===== src/flash_host_pkg.sv =====
// constants and carrier types for the parallel flash command host
// assumes a byte-wide asynchronous flash with unlock command sequences
package flash_host_pkg;
  localparam int ADDR_W = 19;
  localparam int SECTOR_LSB = 12;
  localparam logic [14:0] UNLOCK_ADDR1 = 15'h5555;
  localparam logic [14:0] UNLOCK_ADDR2 = 15'h2AAA;
  localparam logic [7:0] CMD_AA = 8'hAA;
  localparam logic [7:0] CMD_55 = 8'h55;
  localparam logic [7:0] CMD_PROGRAM = 8'hA0;
  localparam logic [7:0] CMD_ERASE_SETUP = 8'h80;
  localparam logic [7:0] CMD_SECTOR_ERASE = 8'h30;
  localparam logic [7:0] CMD_CHIP_ERASE = 8'h10;
  localparam logic [7:0] CMD_ID_ENTRY = 8'h90;
  localparam logic [7:0] CMD_ID_EXIT = 8'hF0;
  localparam int TOGGLE_BIT = 6;
  // timing at 25 MHz (40 ns); glitch threshold 5 ns, pulse widths rounded up
  localparam int CLK_PERIOD_NS = 40;
  localparam int GLITCH_NS = 5;
  localparam int WE_LOW_NS = 80;
  localparam int READ_NS = 120;
  localparam int WE_LOW_CYC = (WE_LOW_NS + CLK_PERIOD_NS - 1) / CLK_PERIOD_NS;
  localparam int READ_CYC = (READ_NS + CLK_PERIOD_NS - 1) / CLK_PERIOD_NS;
  localparam int GLITCH_CYC = (GLITCH_NS + CLK_PERIOD_NS - 1) / CLK_PERIOD_NS;
  localparam int SEQ_MAX = 6;

  typedef enum logic [2:0] {
    OP_PROGRAM, OP_SECTOR_ERASE, OP_CHIP_ERASE, OP_ID_ENTRY, OP_ID_EXIT, OP_READ
  } op_t;

  typedef struct packed {
    op_t op;
    logic [ADDR_W-1:0] addr;
    logic [7:0] data;
  } req_t;

  typedef struct packed {
    logic ce_n;
    logic oe_n;
    logic we_n;
    logic [ADDR_W-1:0] addr;
    logic [7:0] dq;
    logic dq_oe;
  } pins_t;
endpackage


===== src/flash_host.sv =====
// host sequencer driving a byte-wide flash over its control, address and data pins
// assumes one 25 MHz clock; dq inputs from the pins are double-synchronised here
`timescale 1ns/1ps
module flash_host
(
  // clock and reset
  input wire logic clk_in,
  input wire logic rst_n_in,
  // request side
  input wire logic req_valid_in,
  input wire flash_host_pkg::req_t req_in,
  output logic req_ready_out,
  output logic done_out,
  output logic [7:0] rdata_out,
  // flash pins
  output flash_host_pkg::pins_t pins_out,
  input wire logic [7:0] dq_in
);
  localparam int CW = 4;

  typedef enum logic [2:0] {S_IDLE, S_SETUP, S_WLOW, S_WHIGH, S_RLOW, S_RHOLD, S_POLL}
    phase_t;

  typedef struct packed {
    phase_t phase;
    flash_host_pkg::req_t req;
    logic [2:0] step;
    logic [CW-1:0] cnt;
    logic polling;
    logic have_prev;
    logic prev_tog;
    flash_host_pkg::pins_t pins;
    logic done;
    logic [7:0] rdata;
    logic [7:0] dq_s1;
    logic [7:0] dq_s2;
  } state_t;

  state_t st_r;
  state_t st_nxt;

  // the strobe counter must reach WE_LOW_CYC and the read counter READ_CYC + 1 within CW bits
  if (flash_host_pkg::WE_LOW_CYC <= flash_host_pkg::GLITCH_CYC || flash_host_pkg::WE_LOW_CYC >= 15
      || flash_host_pkg::READ_CYC >= 15)
  begin : g_bad_timing
    $error("flash_host: pulse widths not servable");
  end

  // command sequence tables: number of cycles and each cycle's address and data
  function automatic logic [2:0] seq_len(input flash_host_pkg::op_t op);
    unique case (op)
      flash_host_pkg::OP_PROGRAM: seq_len = 3'd4;
      flash_host_pkg::OP_SECTOR_ERASE, flash_host_pkg::OP_CHIP_ERASE: seq_len = 3'd6;
      flash_host_pkg::OP_ID_ENTRY: seq_len = 3'd3;
      flash_host_pkg::OP_ID_EXIT: seq_len = 3'd1;
      default: seq_len = 3'd0;
    endcase
  endfunction

  function automatic logic [18:0] seq_addr(input flash_host_pkg::req_t r, input logic [2:0] s);
    logic last;
    last = (s == seq_len(r.op) - 3'd1);
    seq_addr = 19'h00000;
    if (r.op == flash_host_pkg::OP_ID_EXIT)
      seq_addr = 19'h00000;
    else if (last && r.op == flash_host_pkg::OP_PROGRAM)
      seq_addr = r.addr;
    else if (last && r.op == flash_host_pkg::OP_SECTOR_ERASE)
      seq_addr = {r.addr[18:12], 12'h000};
    else if (s == 3'd1 || s == 3'd4)
      seq_addr = {4'h0, flash_host_pkg::UNLOCK_ADDR2};
    else
      seq_addr = {4'h0, flash_host_pkg::UNLOCK_ADDR1};
  endfunction

  function automatic logic [7:0] seq_data(input flash_host_pkg::req_t r, input logic [2:0] s);
    logic last;
    last = (s == seq_len(r.op) - 3'd1);
    seq_data = flash_host_pkg::CMD_AA;
    if (last)
      unique case (r.op)
        flash_host_pkg::OP_PROGRAM: seq_data = r.data;
        flash_host_pkg::OP_SECTOR_ERASE: seq_data = flash_host_pkg::CMD_SECTOR_ERASE;
        flash_host_pkg::OP_CHIP_ERASE: seq_data = flash_host_pkg::CMD_CHIP_ERASE;
        flash_host_pkg::OP_ID_ENTRY: seq_data = flash_host_pkg::CMD_ID_ENTRY;
        flash_host_pkg::OP_ID_EXIT: seq_data = flash_host_pkg::CMD_ID_EXIT;
        default: seq_data = 8'h00;
      endcase
    else if (s == 3'd1 || s == 3'd4)
      seq_data = flash_host_pkg::CMD_55;
    else if (s == 3'd2 && r.op == flash_host_pkg::OP_PROGRAM)
      seq_data = flash_host_pkg::CMD_PROGRAM;
    else if (s == 3'd2)
      seq_data = flash_host_pkg::CMD_ERASE_SETUP;
  endfunction

  always_comb
  begin
    st_nxt = st_r;
    st_nxt.done = 1'b0;
    st_nxt.dq_s1 = dq_in;
    st_nxt.dq_s2 = st_r.dq_s1;
    unique case (st_r.phase)
      S_IDLE:
      begin
        st_nxt.pins.ce_n = 1'b1;
        st_nxt.pins.oe_n = 1'b1;
        st_nxt.pins.we_n = 1'b1;
        st_nxt.pins.dq_oe = 1'b0;
        if (req_valid_in)
        begin
          st_nxt.req = req_in;
          st_nxt.step = 3'd0;
          st_nxt.polling = 1'b0;
          st_nxt.have_prev = 1'b0;
          st_nxt.phase = (req_in.op == flash_host_pkg::OP_READ) ? S_RLOW : S_SETUP;
          st_nxt.cnt = '0;
        end
      end
      S_SETUP:
      begin
        // address and data settle with oe high before the strobe falls
        st_nxt.pins.ce_n = 1'b0;
        st_nxt.pins.oe_n = 1'b1;
        st_nxt.pins.we_n = 1'b1;
        st_nxt.pins.addr = seq_addr(st_r.req, st_r.step);
        st_nxt.pins.dq = seq_data(st_r.req, st_r.step);
        st_nxt.pins.dq_oe = 1'b1;
        st_nxt.cnt = '0;
        st_nxt.phase = S_WLOW;
      end
      S_WLOW:
      begin
        st_nxt.pins.we_n = 1'b0;
        st_nxt.cnt = st_r.cnt + 1'b1;
        // strobe falls one cycle after entry, so it stands low for WE_LOW_CYC full cycles
        if (st_r.cnt == CW'(flash_host_pkg::WE_LOW_CYC))
        begin
          st_nxt.pins.we_n = 1'b1;
          st_nxt.phase = S_WHIGH;
        end
      end
      S_WHIGH:
      begin
        // data held one more cycle past the rising strobe, then released
        st_nxt.pins.ce_n = 1'b1;
        st_nxt.pins.dq_oe = 1'b0;
        st_nxt.step = st_r.step + 3'd1;
        if (st_r.step + 3'd1 < seq_len(st_r.req.op))
          st_nxt.phase = S_SETUP;
        else if (st_r.req.op == flash_host_pkg::OP_PROGRAM
                 || st_r.req.op == flash_host_pkg::OP_SECTOR_ERASE
                 || st_r.req.op == flash_host_pkg::OP_CHIP_ERASE)
        begin
          st_nxt.polling = 1'b1;
          st_nxt.phase = S_RLOW;
          st_nxt.cnt = '0;
        end
        else
        begin
          st_nxt.done = 1'b1;
          st_nxt.phase = S_IDLE;
        end
      end
      S_RLOW:
      begin
        st_nxt.pins.ce_n = 1'b0;
        st_nxt.pins.oe_n = 1'b0;
        st_nxt.pins.we_n = 1'b1;
        st_nxt.pins.dq_oe = 1'b0;
        if (!st_r.polling)
          st_nxt.pins.addr = st_r.req.addr;
        st_nxt.cnt = st_r.cnt + 1'b1;
        // two extra cycles cover the input synchroniser latency
        if (st_r.cnt == CW'(flash_host_pkg::READ_CYC + 1))
          st_nxt.phase = S_RHOLD;
      end
      S_RHOLD:
      begin
        st_nxt.pins.ce_n = 1'b1;
        st_nxt.pins.oe_n = 1'b1;
        st_nxt.cnt = '0;
        st_nxt.rdata = st_r.dq_s2;
        if (!st_r.polling)
        begin
          st_nxt.done = 1'b1;
          st_nxt.phase = S_IDLE;
        end
        else
          st_nxt.phase = S_POLL;
        st_nxt.prev_tog = st_r.dq_s2[flash_host_pkg::TOGGLE_BIT];
        st_nxt.have_prev = 1'b1;
      end
      S_POLL:
      begin
        // busy while two successive reads disagree on the toggle bit; no new
        // command is issued meanwhile, so nothing lands on a busy flash
        if (st_r.have_prev && st_r.polling
            && st_r.rdata[flash_host_pkg::TOGGLE_BIT] == st_r.prev_tog
            && st_r.cnt == CW'(1))
        begin
          st_nxt.done = 1'b1;
          st_nxt.phase = S_IDLE;
        end
        else
        begin
          st_nxt.phase = S_RLOW;
        end
        st_nxt.cnt = '0;
      end
      default: st_nxt.phase = S_IDLE;
    endcase
    // track read pair: cnt in S_POLL means "second read of pair taken"
    if (st_r.phase == S_RHOLD && st_r.polling)
    begin
      st_nxt.cnt = st_r.have_prev ? CW'(1) : CW'(0);
      st_nxt.prev_tog = st_r.have_prev ? st_r.rdata[flash_host_pkg::TOGGLE_BIT]
                                        : st_r.dq_s2[flash_host_pkg::TOGGLE_BIT];
    end
  end

  always_ff @(posedge clk_in or negedge rst_n_in)
  begin
    if (!rst_n_in)
    begin
      st_r <= '0;
      st_r.phase <= S_IDLE;
      st_r.pins.ce_n <= 1'b1;
      st_r.pins.oe_n <= 1'b1;
      st_r.pins.we_n <= 1'b1;
    end
    else
      st_r <= st_nxt;
  end

  assign req_ready_out = (st_r.phase == S_IDLE);
  assign done_out = st_r.done;
  assign rdata_out = st_r.rdata;
  assign pins_out = st_r.pins;

  a_write_inhibit_oe: assert property (@(posedge clk_in) disable iff (!rst_n_in)
    !pins_out.we_n |-> (pins_out.oe_n && !pins_out.ce_n))
    else $error("write strobe low while oe low or ce high");
  a_no_drive_on_read: assert property (@(posedge clk_in) disable iff (!rst_n_in)
    !pins_out.oe_n |-> !pins_out.dq_oe)
    else $error("host drives dq during read");
  a_we_pulse_width: assert property (@(posedge clk_in) disable iff (!rst_n_in)
    $fell(pins_out.we_n) |-> !pins_out.we_n [*2])
    else $error("write pulse too short");
  a_cs_for_cycle: assert property (@(posedge clk_in) disable iff (!rst_n_in)
    (!pins_out.we_n || !pins_out.oe_n) |-> !pins_out.ce_n)
    else $error("bus cycle without chip select");
  a_data_held_edge: assert property (@(posedge clk_in) disable iff (!rst_n_in)
    $rose(pins_out.we_n) |-> pins_out.dq_oe && $stable(pins_out.dq))
    else $error("data not held at rising strobe");
  a_exit_one_cycle: assert property (@(posedge clk_in) disable iff (!rst_n_in)
    (req_valid_in && req_ready_out && req_in.op == flash_host_pkg::OP_ID_EXIT)
    |-> ##[1:8] done_out)
    else $error("id exit not single cycle");
  a_first_unlock: assert property (@(posedge clk_in) disable iff (!rst_n_in)
    ($fell(pins_out.we_n) && st_r.step == 3'd0 && st_r.req.op != flash_host_pkg::OP_ID_EXIT)
    |-> pins_out.dq == flash_host_pkg::CMD_AA)
    else $error("sequence not opened by unlock");
  a_poll_after_cmd: assert property (@(posedge clk_in) disable iff (!rst_n_in)
    (st_r.phase == S_WHIGH && st_r.polling == 1'b0 && st_r.step == 3'd3
     && st_r.req.op == flash_host_pkg::OP_PROGRAM) |=> st_r.polling)
    else $error("poll not started after fourth strobe");
  c_program: cover property (@(posedge clk_in) disable iff (!rst_n_in)
    done_out && st_r.req.op == flash_host_pkg::OP_PROGRAM);
  c_erase: cover property (@(posedge clk_in) disable iff (!rst_n_in)
    done_out && st_r.req.op == flash_host_pkg::OP_SECTOR_ERASE);
  c_read: cover property (@(posedge clk_in) disable iff (!rst_n_in)
    done_out && st_r.req.op == flash_host_pkg::OP_READ);
endmodule


===== config.mk =====
export PLATFORM = sky130hd
export DESIGN_NAME = flash_host
export DESIGN_NICKNAME = d
export VERILOG_FILES = /design/src/flash_host_pkg.sv /design/src/flash_host.sv
export SDC_FILE = /design/constraint.sdc
export NUM_CORES = 1
export LEC_CHECK = 0
export BUFFER_PORTS_ARGS = -buffer_cell sky130_fd_sc_hd__buf_2
export CAP_MARGIN = 20
export CORE_MARGIN = 2
export CORE_UTILIZATION = 54
export DETAILED_ROUTE_END_ITERATION = 16
export GPL_TIMING_DRIVEN = 0
export PLACE_DENSITY = 0.79
export SLEW_MARGIN = 15
export SYNTH_ARGS = -nofsm -noshare
export SYNTH_HDL_FRONTEND = slang
export SYNTH_SLANG_ARGS = --single-unit

===== constraint.sdc =====
create_clock -name clk_in -period 3.1 [get_ports clk_in]
set_input_delay 0.31 -clock clk_in [delete_from_list [all_inputs] [get_ports clk_in]]
set_output_delay 0.31 -clock clk_in [all_outputs]
set_load 0.01 [all_outputs]

==> impl_results.md <==
- Lkg Pwr: 2.60 nW
- I/O pins: 82
- Layout cells sized above 1: 41.5%
- Max Buffers Root-to-Sink: 2
- TritonCTS clock tree: built
- Top FF cell, synth: dfrtp_1
- Post-synth EDFFs: 0
- Vias: 3209
- GRT Overall Usage: 21.4%
- RSZ-0062 raised after global routing: false
- Critical path arrival: 3.17 ns
- Synth top area share: 52.4%
- Synth cell count leaders: dfrtp_1 (96), buf_4 (42), mux2_2 (38)
- Pint: 3.43 mW
- Crit path largest cell delay: 0.49 ns
- Worst-Skew Late Latency: 0.36 ns
- Worst-margin pin slew: 0.621 ns
- Wire per inst: 15.3 um
- Starting Density: 55.7%
- Final core occ: 65.1%
- Synthesized area per cell: 11.6 sq um
- CP Max Fanout: 10
- Crit. End Element: flip-flop
- Final GP Congestion: 0.851
- Seq pwr share: 38.7%
- # DRC: 0
- Chip width: 96.1 um
- Area of the mapped netlist: 0.00458 sq mm
- Count of buffers from port buffering: 81
- Critical Path, Cell by Cell: buf_2 -> or3b_2 -> o21ai_0 -> inv_1 -> ha_1 -> xor2_2 -> xnor2_2 -> o22ai_1 -> buf_2 -> a221o_1
- Final HPWL DP: 6.58 mm
- Drt total wl: 9.18 mm
- Max-Cap Viols: 0
- Top post-synthesis cells by area: dfrtp_1 (52%), mux2_2 (9.3%), buf_4 (6.9%)
- Switching Share: 37.9%
- Router iterations before antenna repair: 5
- Slowest cell on crit path: or3b_2
- Pin count of the biggest net entering global routing: 64
- Slack of the worst reg-to-reg path: 0.17 ns
- Period minus WS final: 2.93 ns
- Core Region: 0.00822 sq mm
- Crit start category: flip-flop
- Final Cycle Share: 94.6%
- # setup viols final: 0
- Synthesized instance count: 395
- Number of inserted diodes: 0
- FILL cells: 634
- Net Switching: 2.09 mW
- Setup_tns: 0 ns
- PD cells: 1030 mW/mm^2
- Number of synthesized register bits: 99
- M1 wire length: 4.06 mm
- Uppermost layer routed: met4
- H-tree depth: 3
- Fin Clk Skew: 0.0154 ns
- Grt ovf: 0
- WS Path Type: flip-flop to flip-flop
- Via/cell ratio: 5.36
- Clock share of power: 14.1%
- Crit path max-delay family: compound AO/OA/AOI/OAI gates
- Post-CTS Setup Bufs: 0
- Combinational Power Share: 47.2%
- Reg clk slew, reported paths: 0.10 ns
- Netlist cell types: 51
- DRT antenna net count: 0
- Routed wl met2: 4.44 mm
- Area leader, netlist: dfrtp_1
- CTS sink cnt: 99
- CP dominant cell by count: buf_2
- Outcome: finished, final reports clean
- First-pass GRT wire length: 15.1 mm
- VDD IR max: 0.519 mV
- Row count: 33
- DR iter-0 viols: 242
- Final hold violations: 0
- Area added between synthesis and finish: 16.7%
- CTS buffer count: 9
- Fmax: 0.341 GHz
- CTS root buf: clkbuf_8
- Count leader, synth: dfrtp_1
- Pins Over Slew Limit: 0
- Sequential fraction of the synthesis area: 54.2%
- Slew headroom: 58.5%
- Initial antenna violation count: 0
- Nets: 542
- Vias in the first global route: 3192
- Share of synthesized flip-flops with an asynchronous set or reset: 100%
- YS warnings: 0
- Synthesized net count: 448
- Worst Hold Class: input pin to flip-flop
- Die ar.: 0.00924 sq mm
- Die Height: 96.1 um
- CP required: 3.34 ns
- Bufs and invs on worst path: 3
- Met3 routed WL: 570 um
## registers in the layout (all words and copies together), names as in the netlist
signal     cells
rdata_out      8
st_r          51
done_out       1
st_nxt         8
pins_out      31
## logic make-up (layout without fill, tap and decap cells)
group | count (synthesis) | after routing | synth area share (%)
AO/OA/AOI/OAI | 82 | 82 | 12.2
adder cells (fa/ha/maj) | 12 | 12 | 3.28
multiplexers | 40 | 40 | 9.78
AND/OR/NAND/NOR | 83 | 83 | 9.29
buffers and inverters | 72 | 171 | 9.64
XOR/XNOR | 7 | 7 | 1.67
flip-flops | 99 | 99 | 54.2
## power groups by stage
stage | logic, mW | clock network (mW) | registers [mW]
6_report | 2.61 | 0.781 | 2.13
5_1_grt | 2.87 | 0.859 | 2.20
4_1_cts | 2.61 | 0.809 | 2.13
3_5_place_dp | 2.59 | 0 | 2.15
3_3_place_gp | 2.51 | 0 | 2.13
2_1_floorplan | 1.96 | 0 | 2.06
## stage by stage
| step | power (mW) | setup slack (ns) | instances | hold WS, ns | instance area (sq um) |
|---|---|---|---|---|---|
| final | 5.52 | 0.169 | 599 | 0.0518 | 5350 |
| after global routing | 5.93 | 0.00931 | 599 | 0.0204 | 5350 |
| after CTS | 5.55 | 0.200 | 599 | 0.0333 | 5340 |
| after detailed placement | 4.74 | 0.239 | 582 | 0.308 | 5150 |
| after global placement | 4.63 | 0.272 | 581 | 0.333 | 5120 |
| after floorplan | 4.02 | 0.528 | 395 | 0.0144 | 4580 |
## layout make-up
class | count | area (sq um) | share of cell area [%]
Sequential cell | 99 | 2480 | 46.4
Multi-Input combinational cell | 224 | 1660 | 31.1
Timing Repair Buffer | 83 | 445 | 8.33
Buffer | 60 | 397 | 7.42
Tap cell | 105 | 131 | 2.46
Clock buffer | 10 | 128 | 2.39
Clock inverter | 6 | 57.6 | 1.08
Inverter | 12 | 45.0 | 0.843
## cells in the final DEF, fill, tap and decap left out, types with 3 or more instances in the layout
cell	Yosys	final
clkbuf_1	6	7
clkbuf_8	0	9
nand3_1	6	6
o22ai_1	3	3
xnor2_1	3	3
dfstp_2	3	3
mux2_2	38	38
nand2_1	25	25
dfrtp_1	96	96
a22o_1	6	6
o31ai_1	3	3
inv_1	11	11
buf_4	42	43
ha_1	12	12
a31oi_1	4	4
a22oi_1	6	6
nor2_1	21	20
a21o_1	3	3
or3_1	5	5
nor3_1	5	5
buf_2	11	91
a21oi_1	23	23
o21ai_0	14	14
a221o_1	8	8
clkinv_4	0	3
## timing repair
item,4_1_cts,5_1_grt
resized for setup,0,1
setup endpoints to repair,0,1
hold buffers,1,0
hold endpoints to repair,36,0
## layer usage
metal	vias up	global-route usage, %
li1	1542	-
met1	1553	29.7
met2	102	34.4
met3	12	3.92
met4	0	6.55
met5	-	0
## path summary, 6_finish.rpt
path / from / to / depth (start not counted)
worst max-delay path: st_r[93] / pins_out[19] / 10
worst min-delay path: dq_in[5] / st_nxt[5] / 1
worst max register to register: st_r[93] / pins_out[19] / 10
worst min register to register: st_nxt[1] / st_r[1] / 0
max in group asynchronous: rst_n_in / pins_out[29] / 3
min in group asynchronous: rst_n_in / rdata_out[1] / 2
(Power assumes the default switching activity.)
